==> config.mk <==
export PLATFORM = sky130hd
export DESIGN_NAME = mbc_ctrl
export DESIGN_NICKNAME = d
export VERILOG_FILES = /design/src/verilog/mbc_pkg.sv /design/src/verilog/mbc_dark_if.sv /design/src/verilog/mbc_cmp.sv /design/src/verilog/mbc_ctrl.sv
export VERILOG_INCLUDE_DIRS = /design/src /design/src/verilog
export SDC_FILE = /design/constraint.sdc
export NUM_CORES = 2
export LEC_CHECK = 0
export ABC_CLOCK_PERIOD_IN_PS = 27300
export BUFFER_PORTS_ARGS = -buffer_cell sky130_fd_sc_hd__buf_2
export CORE_ASPECT_RATIO = 0.9
export CORE_MARGIN = 2
export CORE_UTILIZATION = 55
export CTS_CLUSTER_DIAMETER = 150
export CTS_CLUSTER_SIZE = 14
export DETAILED_ROUTE_END_ITERATION = 8
export PLACE_DENSITY = 0.78
export SYNTH_ARGS = -nofsm -noshare
export SYNTH_HDL_FRONTEND = slang
export SYNTH_SLANG_ARGS = --single-unit
==> constraint.sdc <==
create_clock -name mclk -period 27.3 [get_ports mclk]
set_input_delay 1.365 -clock mclk [delete_from_list [all_inputs] [get_ports mclk]]
set_output_delay 1.365 -clock mclk [all_outputs]
set_load 0.02 [all_outputs]
==> src/verilog/mbc_defs.svh <==
// Constants for the movement block brightness and mode control.
// Assumes a single 125 MHz clock; no other files needed.
`ifndef MBC_DEFS_SVH
`define MBC_DEFS_SVH
`define MBC_NBLK 5
`define MBC_LUX_MIN 16'h000A
`define MBC_LUX_MAX 16'h07D0
`define MBC_LUX_DEF 16'h0082
`define MBC_HYST_MIN 7'h0A
`define MBC_HYST_MAX 7'h32
`define MBC_HYST_DEF 7'h19
`define MBC_PAUSE_MIN 7'h01
`define MBC_PAUSE_MAX 7'h78
`define MBC_PAUSE_DEF 7'h04
`define MBC_CLK_HZ 125000000
`define MBC_SEC_CYC (`MBC_CLK_HZ)
`endif

==> src/verilog/mbc_pkg.sv <==
// Types for the movement block control.
// Assumes mbc_defs.svh for the numeric constants.
package mbc_pkg;
  typedef enum logic [1:0] {
    MBC_NORMAL = 2'h0,
    MBC_MASTER = 2'h1,
    MBC_SLAVE = 2'h2,
    MBC_MONITOR = 2'h3
  } mbc_mode_e;
  typedef enum logic [1:0] {
    MBC_BO_OFF = 2'h0,
    MBC_BO_NORM = 2'h1,
    MBC_BO_INV = 2'h2
  } mbc_bout_e;
  typedef enum logic [1:0] {
    MBC_IDLE = 2'h0,
    MBC_ACTIVE = 2'h1,
    MBC_AFTER = 2'h2
  } mbc_state_e;
endpackage : mbc_pkg
==> src/verilog/mbc_dark_if.sv <==
// Carries the dark decision from the comparator into the block control.
// Assumes one clock domain.
`include "mbc_defs.svh"
interface mbc_dark_if;
  logic [`MBC_NBLK-1:0] dark;
  logic [`MBC_NBLK-1:0] sample;
  modport cmp (output dark, input sample);
  modport ctl (input dark, output sample);
endinterface : mbc_dark_if

==> src/verilog/mbc_cmp.sv <==
// Per-block threshold store and hysteresis comparator.
// Assumes lux and potentiometer inputs are already in the mclk domain.
`include "mbc_defs.svh"
module mbc_cmp (
  // Clock and reset
  input wire logic mclk,
  input wire logic rst_n,
  // Measurement
  input wire logic [15:0] lux,
  input wire logic [16*`MBC_NBLK-1:0] pot_thr,
  input wire logic [16*`MBC_NBLK-1:0] par_thr,
  input wire logic [`MBC_NBLK-1:0] use_pot,
  input wire logic [`MBC_NBLK-1:0] thr_obj_en,
  input wire logic [`MBC_NBLK-1:0] thr_wr,
  input wire logic [15:0] thr_wdata,
  input wire logic [7*`MBC_NBLK-1:0] hyst_pct,
  input wire logic [6:0] pause_s,
  // Dark decisions
  mbc_dark_if.cmp dk
);
  logic [26:0] tick_r;
  logic [6:0] sec_r;
  logic meas_r;
  logic [15:0] lux_r;
  logic [6:0] pause_c;
  wire sec_tick = (tick_r == 27'(`MBC_SEC_CYC - 1));
  // Out-of-range pause falls back to the default
  assign pause_c = (pause_s < `MBC_PAUSE_MIN || pause_s > `MBC_PAUSE_MAX) ? `MBC_PAUSE_DEF : pause_s;
  always_ff @(posedge mclk or negedge rst_n) begin
    if (!rst_n) begin
      tick_r <= 27'h0000000;
      sec_r <= 7'h00;
      // First measurement right after reset, else no decision for a whole pause
      meas_r <= 1'b1;
      lux_r <= 16'hFFFF;
    end else begin
      tick_r <= sec_tick ? 27'h0000000 : tick_r + 27'h0000001;
      meas_r <= sec_tick && (sec_r + 7'h01 >= pause_c);
      if (sec_tick) sec_r <= (sec_r + 7'h01 >= pause_c) ? 7'h00 : sec_r + 7'h01;
      if (meas_r) lux_r <= lux;
    end
  end
  genvar g;
  generate
    for (g = 0; g < `MBC_NBLK; g++) begin : g_blk
      logic [15:0] thr_r;
      logic dark_r;
      logic [15:0] thr_sel;
      logic [6:0] hy;
      logic [22:0] band;
      logic [15:0] hi_lim;
      wire [15:0] wd_c = (thr_wdata < `MBC_LUX_MIN) ? `MBC_LUX_MIN :
                         (thr_wdata > `MBC_LUX_MAX) ? `MBC_LUX_MAX : thr_wdata;
      wire [15:0] par = par_thr[16*g +: 16];
      wire par_ok = par >= `MBC_LUX_MIN && par <= `MBC_LUX_MAX;
      assign hy = (hyst_pct[7*g +: 7] < `MBC_HYST_MIN || hyst_pct[7*g +: 7] > `MBC_HYST_MAX) ?
                  `MBC_HYST_DEF : hyst_pct[7*g +: 7];
      assign thr_sel = use_pot[g] ? pot_thr[16*g +: 16] : thr_r;
      assign band = 23'(({7'h00, thr_sel} * {16'h0000, hy}) / 23'd100);
      assign hi_lim = 16'(band) + thr_sel;
      always_ff @(posedge mclk or negedge rst_n) begin
        if (!rst_n) begin
          thr_r <= `MBC_LUX_DEF;
          dark_r <= 1'b0;
        end else begin
          if (thr_wr[g] && thr_obj_en[g]) thr_r <= wd_c;
          else if (dk.sample[g] && !thr_wr[g] && par_ok && thr_r == `MBC_LUX_DEF) thr_r <= par;
          if (lux_r < thr_sel) dark_r <= 1'b1;
          else if (lux_r > hi_lim) dark_r <= 1'b0;
        end
      end
      assign dk.dark[g] = dark_r;
    end
  endgenerate
endmodule : mbc_cmp

==> src/verilog/mbc_ctrl.sv <==
// Top: five movement blocks with brightness gating and operating modes.
// Assumes movement, trigger and bus receive strobes are synchronous to mclk.
`include "mbc_defs.svh"
module mbc_ctrl (
  // Clock and reset
  input wire logic mclk,
  input wire logic rst_n,
  // Brightness
  input wire logic [15:0] lux,
  input wire logic [16*`MBC_NBLK-1:0] pot_thr,
  input wire logic [16*`MBC_NBLK-1:0] par_thr,
  input wire logic [6:0] pause_s,
  // Per-block configuration
  input wire logic [2*`MBC_NBLK-1:0] mode,
  input wire logic [`MBC_NBLK-1:0] bri_dep,
  input wire logic [`MBC_NBLK-1:0] use_pot,
  input wire logic [`MBC_NBLK-1:0] thr_obj_en,
  input wire logic [7*`MBC_NBLK-1:0] hyst_pct,
  input wire logic [2*`MBC_NBLK-1:0] bout_mode,
  input wire logic [`MBC_NBLK-1:0] adark_en,
  input wire logic [`MBC_NBLK-1:0] adark_lvl,
  input wire logic [`MBC_NBLK-1:0] like_presence,
  input wire logic [`MBC_NBLK-1:0] trig_off_en,
  input wire logic [32*`MBC_NBLK-1:0] stair_cyc,
  input wire logic [32*`MBC_NBLK-1:0] cycle_cyc,
  // Movement and bus inputs
  input wire logic [`MBC_NBLK-1:0] move,
  input wire logic [`MBC_NBLK-1:0] move_start,
  input wire logic [`MBC_NBLK-1:0] thr_wr,
  input wire logic [15:0] thr_wdata,
  input wire logic [`MBC_NBLK-1:0] adark_wr,
  input wire logic [`MBC_NBLK-1:0] adark_val,
  input wire logic [`MBC_NBLK-1:0] mtrig_wr,
  input wire logic [`MBC_NBLK-1:0] mtrig_val,
  input wire logic [`MBC_NBLK-1:0] trig_wr,
  input wire logic [`MBC_NBLK-1:0] trig_val,
  // Telegram outputs
  output logic [`MBC_NBLK-1:0] tx_on,
  output logic [`MBC_NBLK-1:0] tx_off,
  output logic [`MBC_NBLK-1:0] bout_tx,
  output logic [`MBC_NBLK-1:0] bout_val,
  output logic [`MBC_NBLK-1:0] light_on
);
  mbc_dark_if dk ();
  mbc_cmp u_cmp (
    .mclk(mclk),
    .rst_n(rst_n),
    .lux(lux),
    .pot_thr(pot_thr),
    .par_thr(par_thr),
    .use_pot(use_pot),
    .thr_obj_en(thr_obj_en),
    .thr_wr(thr_wr),
    .thr_wdata(thr_wdata),
    .hyst_pct(hyst_pct),
    .pause_s(pause_s),
    .dk(dk.cmp)
  );
  genvar g;
  generate
    for (g = 0; g < `MBC_NBLK; g++) begin : g_blk
      mbc_pkg::mbc_state_e st_r, st_nxt;
      logic [31:0] tmr_r;
      logic [31:0] cyc_r;
      logic adark_r;
      logic dark_q_r;
      logic on_r, off_r, bt_r, bv_r, lit_r;
      mbc_pkg::mbc_mode_e md;
      mbc_pkg::mbc_bout_e bo;
      assign md = mbc_pkg::mbc_mode_e'(mode[2*g +: 2]);
      assign bo = mbc_pkg::mbc_bout_e'(bout_mode[2*g +: 2]);
      wire is_master = (md == mbc_pkg::MBC_MASTER);
      wire cyclic = (md == mbc_pkg::MBC_SLAVE) || (md == mbc_pkg::MBC_MONITOR);
      // Trigger objects exist only in master mode
      wire mt_on = is_master && mtrig_wr[g] && mtrig_val[g];
      wire tr_on = is_master && trig_wr[g] && trig_val[g];
      wire tr_off = is_master && trig_wr[g] && !trig_val[g] && trig_off_en[g];
      wire adark_act = adark_en[g] && (adark_r == adark_lvl[g]);
      wire dark_now = dk.dark[g] || adark_act;
      // Slaves evaluate without brightness; the master does the gating
      wire gate_used = bri_dep[g] && (md != mbc_pkg::MBC_SLAVE);
      // Triggers skip dead time: they need no move_start qualification
      wire dep_mv = move_start[g] || mt_on;
      // Presence style: darkness arriving while movement goes on also starts
      wire pres_mv = like_presence[g] && gate_used && move[g] && dark_now;
      wire start_ok = (dep_mv && (!gate_used || dark_now)) || tr_on || pres_mv;
      wire new_mv = move_start[g] || mt_on || tr_on;
      wire tmr_end = (tmr_r == 32'h00000001);
      wire cyc_end = (cyc_r == 32'h00000001);
      // Zero length would never reach the end count
      wire [31:0] stair = (stair_cyc[32*g +: 32] == 32'h00000000) ? 32'h00000001 : stair_cyc[32*g +: 32];
      wire [31:0] cycl = (cycle_cyc[32*g +: 32] == 32'h00000000) ? 32'h00000001 : cycle_cyc[32*g +: 32];
      wire mv_any = move[g] || new_mv;
      assign dk.sample[g] = move_start[g];
      always_comb begin
        st_nxt = st_r;
        case (st_r)
          mbc_pkg::MBC_IDLE: begin
            if (start_ok) st_nxt = mbc_pkg::MBC_ACTIVE;
          end
          mbc_pkg::MBC_ACTIVE: begin
            if (tr_off) st_nxt = mbc_pkg::MBC_IDLE;
            else if (!cyclic && tmr_end && !move[g] && !new_mv) st_nxt = mbc_pkg::MBC_IDLE;
            else if (cyclic && cyc_end && !mv_any) begin
              st_nxt = (md == mbc_pkg::MBC_MONITOR) ? mbc_pkg::MBC_AFTER : mbc_pkg::MBC_IDLE;
            end
          end
          mbc_pkg::MBC_AFTER: begin
            if (start_ok) st_nxt = mbc_pkg::MBC_ACTIVE;
          end
          default: st_nxt = mbc_pkg::MBC_IDLE;
        endcase
      end
      always_ff @(posedge mclk or negedge rst_n) begin
        if (!rst_n) begin
          st_r <= mbc_pkg::MBC_IDLE;
          tmr_r <= 32'h00000000;
          cyc_r <= 32'h00000000;
          adark_r <= 1'b0;
          dark_q_r <= 1'b0;
          on_r <= 1'b0;
          off_r <= 1'b0;
          bt_r <= 1'b0;
          bv_r <= 1'b0;
          lit_r <= 1'b0;
        end else begin
          st_r <= st_nxt;
          if (adark_wr[g]) adark_r <= adark_val[g];
          on_r <= 1'b0;
          off_r <= 1'b0;
          // Brightness bit goes out only when the decision changes
          dark_q_r <= dark_now;
          bt_r <= (bo != mbc_pkg::MBC_BO_OFF) && (dark_now != dark_q_r);
          bv_r <= (bo == mbc_pkg::MBC_BO_INV) ? !dark_now : dark_now;
          if (st_r != mbc_pkg::MBC_ACTIVE && st_nxt == mbc_pkg::MBC_ACTIVE) begin
            on_r <= 1'b1;
            lit_r <= 1'b1;
            tmr_r <= stair;
            cyc_r <= cycl;
          end else if (st_r == mbc_pkg::MBC_ACTIVE) begin
            // Brightness no longer consulted while active
            if (new_mv || move[g]) tmr_r <= stair;
            else if (tmr_r != 32'h00000000) tmr_r <= tmr_r - 32'h00000001;
            if (cyc_end || cyc_r == 32'h00000000) begin
              cyc_r <= cycl;
              if (cyclic && mv_any) on_r <= 1'b1;
            end else begin
              cyc_r <= cyc_r - 32'h00000001;
            end
            if (st_nxt == mbc_pkg::MBC_IDLE) begin
              off_r <= (md != mbc_pkg::MBC_SLAVE);
              lit_r <= 1'b0;
            end
            if (st_nxt == mbc_pkg::MBC_AFTER) begin
              off_r <= 1'b1;
              lit_r <= 1'b0;
              cyc_r <= cycl;
            end
          end else if (st_r == mbc_pkg::MBC_AFTER) begin
            if (cyc_end) begin
              off_r <= 1'b1;
              cyc_r <= cycl;
            end else if (cyc_r != 32'h00000000) begin
              cyc_r <= cyc_r - 32'h00000001;
            end
          end
        end
      end
      assign tx_on[g] = on_r;
      assign tx_off[g] = off_r;
      assign bout_tx[g] = bt_r;
      assign bout_val[g] = bv_r;
      assign light_on[g] = lit_r;
    end
  endgenerate
endmodule : mbc_ctrl

# --- Word level (Yosys, flattened, before mapping) ---
# Index checks and enable logic that the tools add are counted.
word_totals:
  inputBits: 656
  ff_bits: 501
  output_inout_bits: 25
  elab_cells: 719
op_classes:
  eq_ne: 76
  n_lt_le_gt_ge: 35
  muxes: 205
  reduce_logical: 312
  n_addsub: 17
  n_div: 5
  n_mul: 5
ops:
  columns: ["operator", "n"]
  rows:
  - ["$mux W32", 65]
  - ["$logic_not A32 Y1", 15]
  - ["$eq A32 B1 Y1 const B", 10]
  - ["$reduce_bool A32 Y1", 10]
  - ["$sub A32 B1 Y32 const B", 10]
  - ["$mux W16", 17]
  - ["$logic_and A1 B1 Y1", 126]
  - ["$div A23 B7 Y23 const B", 5]
  - ["$mul A16 B7 Y23", 5]
  - ["$mux W1", 85]
  - ["$add A16 B16 Y16", 5]
  - ["$eq A16 B8 Y1 const B", 5]
  - ["$ge A16 B4 Y1 const B", 5]
  - ["$gt A16 B16 Y1", 5]
  - ["$le A16 B11 Y1 const B", 5]
  - ["$lt A16 B16 Y1", 5]
  - ["$logic_or A1 B1 Y1", 51]
  - ["$eq A2 B2 Y1 const B", 25]
  - ["$mux W2", 25]
  - ["$mux W7", 7]
  - ["$reduce_bool A3 Y1", 15]
  - ["$logic_not A1 Y1", 40]
  - ["$reduce_bool A2 Y1", 20]
  - ["$gt A7 B6 Y1 const B", 5]
  - ["20 further kinds", 89]

# --- Longest topological paths before layout ---
logic_depth:
  word_depth: 17
  ltp_mapped: 90
  ltp_nobuf: 82

# --- Hierarchy ---
# A second synthesis with hierarchy kept.
unflattened:
  cells_unflattened: 9271
  hier_area_um2: 73229.0
modules_own_cells:
  columns: ["module", "instances", "area_each_um2", "seq_area_each_um2", "cells_each"]
  rows:
  - ["mbc_cmp", 1, 48496.5, 3437.0, 6274]
  - ["mbc_ctrl", 1, 24732.5, 9133.8, 2997]

# --- Worst setup path before layout ---
# OpenSTA, ideal clock, no wires.
synth_path:
  path_type: "input-to-reg"
  start: "input port hyst_pct[28]"
  end: "register u_cmp.g_blk[4].dark_r"
  path_buffers: 6
  arrival_ns: 19.488
  required_ns: 27.174
  slack_ns: 7.686
  path_stages: 81
  setup_ns: 0.126
  cell_sequence: "a211o_1 > a311oi_1 > clkbuf_1 > nand2_1 > clkbuf_1 > nor2_1 > fa_1 > fa_1 > fa_1 > inv_1 > fa_1 > inv_1 > ha_1 > a211oi_1 > o211ai_1 > and4_1 > or2_2 > clkbuf_1 > (+45 left out) > o21bai_1 > a21oi_1 > o21bai_1 > a21oi_1 > o21bai_1 > a21oi_1 > o21bai_1 > a21oi_1 > o21bai_1 > a21oi_1 > xor2_1 > ha_1 > nand4_1 > nor2_1 > o21ai_0 > a22o_1 > nand2_1 > o21ai_0"
synth_via:
  elab_chain_cells: 8
  word_cells_on_any_way: 9
  cone_classes: "add/sub (1); mul (1); div (1); order compare (3); mux (1); reduce/logical (2)"
synth_lines:
  columns: ["element", "line", "text"]
  rows:
  - ["from (decl)", "mbc_ctrl.sv:18", "input wire logic [7*`MBC_NBLK-1:0] hyst_pct,"]
  - ["$lt A7 B4 Y1 (no source line) / $gt A7 B6 Y1 (equally long branches)", null, null]
  - ["$logic_or A1 B1 Y1 (no source line)", null, null]
  - ["$mux W7 *", "mbc_cmp.sv:56", "assign hy = (hyst_pct[7*g +: 7] < `MBC_HYST_MIN || hyst_pct[7*g +: 7] > `MBC_HYST_MAX) ?"]
  - ["$mul A16 B7 Y23 *", "mbc_cmp.sv:59", "assign band = 23'(({7'h00, thr_sel} * {16'h0000, hy}) / 23'd100);"]
  - ["$div A23 B7 Y23 *", "mbc_cmp.sv:59", null]
  - ["$add A16 B16 Y16 *", "mbc_cmp.sv:60", "assign hi_lim = 16'(band) + thr_sel;"]
  - ["$gt A16 B16 Y1 *", "mbc_cmp.sv:69", "else if (lux_r > hi_lim) dark_r <= 1'b0;"]
  - ["$reduce_bool A2 Y1 (no source line) *", null, null]
  - ["to (signal assigned)", "mbc_cmp.sv:64", "dark_r <= 1'b0;"]
  - ["to (signal assigned)", "mbc_cmp.sv:68", "if (lux_r < thr_sel) dark_r <= 1'b1;"]
  - ["to (signal assigned)", "mbc_cmp.sv:69", null]
  - ["to (decl)", "mbc_cmp.sv:47", "logic dark_r;"]
# Every way passes the cells marked *; elsewhere a longest branch is shown, timed or not.
# A chain may end at the register's enable or synchronous reset.

# --- Final worst setup path ---
layout_path:
  start: "input port hyst_pct[21]"
  end: "register u_cmp.g_blk[3].dark_r"
layout_via:
  elab_chain_cells: 8
  word_cells_on_any_way: 9
  cone_classes: "add/sub (1); mul (1); div (1); order compare (3); mux (1); reduce/logical (2)"
layout_lines:
  columns: ["element", "line"]
  rows:
  - ["$lt A7 B4 Y1 (no source line) / $gt A7 B6 Y1 (equally long branches)", null]
  - ["$logic_or A1 B1 Y1 (no source line)", null]
  - ["$mux W7 *", "mbc_cmp.sv:56"]
  - ["$mul A16 B7 Y23 *", "mbc_cmp.sv:59"]
  - ["$div A23 B7 Y23 *", "mbc_cmp.sv:59"]
  - ["$add A16 B16 Y16 *", "mbc_cmp.sv:60"]
  - ["$gt A16 B16 Y1 *", "mbc_cmp.sv:69"]
  - ["$reduce_bool A2 Y1 (no source line) *", null]
  - ["to (signal assigned)", "mbc_cmp.sv:64"]
  - ["to (signal assigned)", "mbc_cmp.sv:68"]
  - ["to (signal assigned)", "mbc_cmp.sv:69"]
  - ["to (decl)", "mbc_cmp.sv:47"]
# Marks and branches as above.

==> results.json <==
{
  "grt_pass1_vias": 70102,
  "synth.avg_cell_area_um2": 7.57,
  "drv_cap": 0,
  "crit_type": "input pin to register",
  "rows": 124,
  "routed-via-count": 75241,
  "seq_area_frac_synth_pct": 17.8,
  "wl_per_cell_um": 20.3,
  "min_to": "u_cmp.tick_r[4]",
  "htree_num_levels": 2,
  "antenna_found_initial": 34,
  "synthTopCellsByArea": "dfrtp_1, fa_1, ha_1, nor2_1, a21oi_1",
  "rrSetupSlack_ns": 5.49,
  "synth_fa_ha_area_share_pct": 18.2,
  "port_buffers": 680,
  "synth_edf_count": 0,
  "min_path_cells": 1,
  "grt-busiest-layer": "met2",
  "ioPinCount": 681,
  "tightestPinTransition_ns": 1.39,
  "clock-root-buffer": "clkbuf_16",
  "initial_core_util_pct": 55.5,
  "status": "finished, violations left",
  "dieArea_um2": 131000,
  "grt_pass1_wl_um": 370000,
  "setup_viol": 0,
  "rsz0062_at_grt": "false",
  "clk_latency_ns": 0.68,
  "slowest_stage": "nor2b_1",
  "antenna_left": 0,
  "r2r_end": "u_cmp.g_blk[2].dark_r",
  "synth_flop_cell": "dfrtp_1",
  "required_ns": 27.92,
  "cts.path.max_buffers": 3,
  "tritoncts.num_buffers": 42,
  "syn_inst": 9325,
  "area_delta_synth_final_pct": 8.77,
  "synth_simple_gate_area_share_pct": 23.8,
  "rr_worst_depth": 73,
  "worstHoldPathType": "register to register",
  "core-area_um2": 127000,
  "fmax_ghz": 0.0439,
  "drv_slew": 0,
  "arrival_ns": 23.42,
  "cts_resized": 0,
  "first_pass_iters": 9,
  "cts_hold_buffers": 0,
  "fin_skew_ns": 0.0646,
  "critical-path-max-stage-delay_ns": 0.89,
  "cts_setup_buffers": 0,
  "drc": 2,
  "synth_top_area_share_pct": 16.8,
  "vias_per_cell": 6.51,
  "rr_startpoint": "u_cmp.g_blk[2].thr_r[1]",
  "synthXorXnorAreaFrac_pct": 4.42,
  "synth.ff_latch_count": 501,
  "path_clk_slew_ns": 0.07,
  "met2_usage_pct": 53.8,
  "critPathLaunchType": "input pin",
  "synth_top_area_cell": "dfrtp_1",
  "hold_viol": 0,
  "fin_crit_sh_pct": 83.5,
  "syn_area_um2": 70600,
  "layout_common_cells": "nor2_1, a21oi_1, o21ai_0",
  "grt_overflow": 0,
  "synth_top_family_by_area": "compound AO/OA/AOI/OAI gates",
  "grt_max_degree": 120,
  "drtIter0Drc": 7860,
  "drive_gt1_share_pct": 11.1,
  "layout_commonest_cell": "nor2_1",
  "fp.dieH_um": 344,
  "place_hpwl_um": 181000,
  "ys_async_sr_fraction_pct": 100,
  "nets": 11288,
  "met1_usage_pct": 44.5,
  "finalCriticalPeriod_ns": 22.80,
  "worst_path_most_repeated_cell": "a21oi_1",
  "failed_checks": "DRC",
  "use_met3_pct": 8.68,
  "dieWidth_um": 382,
  "yosys-mux-area-fraction_pct": 3.10,
  "cts_sinks": 501,
  "place_congestion": 0.989,
  "yosysWarnings": 0,
  "cts_tree": "yes",
  "wl_um": 234000,
  "critical_path_peak_fanout": 14,
  "grt.total_usage_pct": 34.2,
  "relSlewSlack_pct": 6.74,
  "min_from": "u_cmp.tick_r[4]",
  "synth_compound_area_share_pct": 27.2,
  "crit_path_end_kind": "register",
  "setup-tns-final_ns": 0,
  "yosysUniqueCellTypes": 129
}
==> cells in the mapped netlist (all sizes together) (60+ instances only) <==
library cell	n
nor2	1093
o21ai	813
a21oi	797
nand2	743
inv	599
dfrtp	474
ha	464
fa	350
clkbuf	323
nand3	304
nor3	289
xnor2	237
nor4	219
nand2b	161
mux2i	151
a21o	126
nand4	125
xor2	111
a22oi	108
a31oi	103
nor2b	103
o211ai	103
and2	100
or2	81
a211oi	78
and3	75
or3	74
o21bai	73
o22ai	73
buf	71
o21a	70
o31ai	64
mux2	60
==> worst max path at each step <==
stage,end,start,slack (ns)
3_5_place_dp,u_cmp.g_blk[3].dark_r,hyst_pct[21],4.40
6_report,u_cmp.g_blk[3].dark_r,hyst_pct[21],4.50
3_3_place_gp,u_cmp.g_blk[3].dark_r,hyst_pct[21],4.73
4_1_cts,u_cmp.g_blk[3].dark_r,hyst_pct[21],5.03
5_1_grt,u_cmp.g_blk[3].dark_r,hyst_pct[21],2.81
2_1_floorplan,u_cmp.g_blk[4].dark_r,hyst_pct[28],7.69
==> routing by layer <==
layer  vias up  share of wire (%)
met1     35724                 40
met4        26                4.8
li1      35068                  -
met2      3797                 44
met5         -              0.079
met3       626                 11
==> critical path, delay by kind of cell <==
| family | cells | cell delay (ns) |
|---|---|---|
| AO/OA/AOI/OAI | 47 | 12.98 |
| XOR/XNOR | 3 | 0.94 |
| adder cells (fa/ha/maj) | 8 | 3.40 |
| buffers and inverters | 6 | 0.60 |
| multiplexers | 3 | 1.37 |
| AND/OR/NAND/NOR | 14 | 2.71 |
==> metrics by stage <==
step                instance area, um^2  utilization [%]  worst slack [ns]  hold WS, ns  cells
finish                            76800             60.4              4.50        0.466  11558
global route                      76800             60.4              2.81        0.496  11539
CTS                               76800             60.3              5.03        0.473  11534
detailed placement                75600             59.4              4.40        0.458  11475
global placement                  75600             59.4              4.73        0.454  11475
floorplan                         70900                -              7.69        0.439   9403
==> state kept, by name (all words and copies together), names as in the netlist, 7 cells and up <==
signal,flops
g_blk.st_r,10
u_cmp.tick_r,27
g_blk.tmr_r,160
u_cmp.sec_r,7
u_cmp.lux_r,16
u_cmp.g_blk.thr_r,80
g_blk.cyc_r,160
==> cells by family after synthesis <==
logic type / Yosys count
xor+xnor: 348
mux: 211
flops: 501
fa+ha+maj: 820
simple gates: 3491
compound gates: 2959
other cells: 2
buf+inv: 993
==> area by class of cell <==
cell class                 count  area (um^2)
inverter                     599         2250
clock buffer                  54         1100
multi-input combinational   7909        54600
clock inverter                 5         87.6
fill                       11507        50400
sequential                   501        12600
timing repair buffer         765         4050
tap                         1701         2130
antenna                       24         60.1
Power is left out: the tool's default activity adds up to more than one toggle a clock period on the data nets, which glitch-free logic cannot reach.
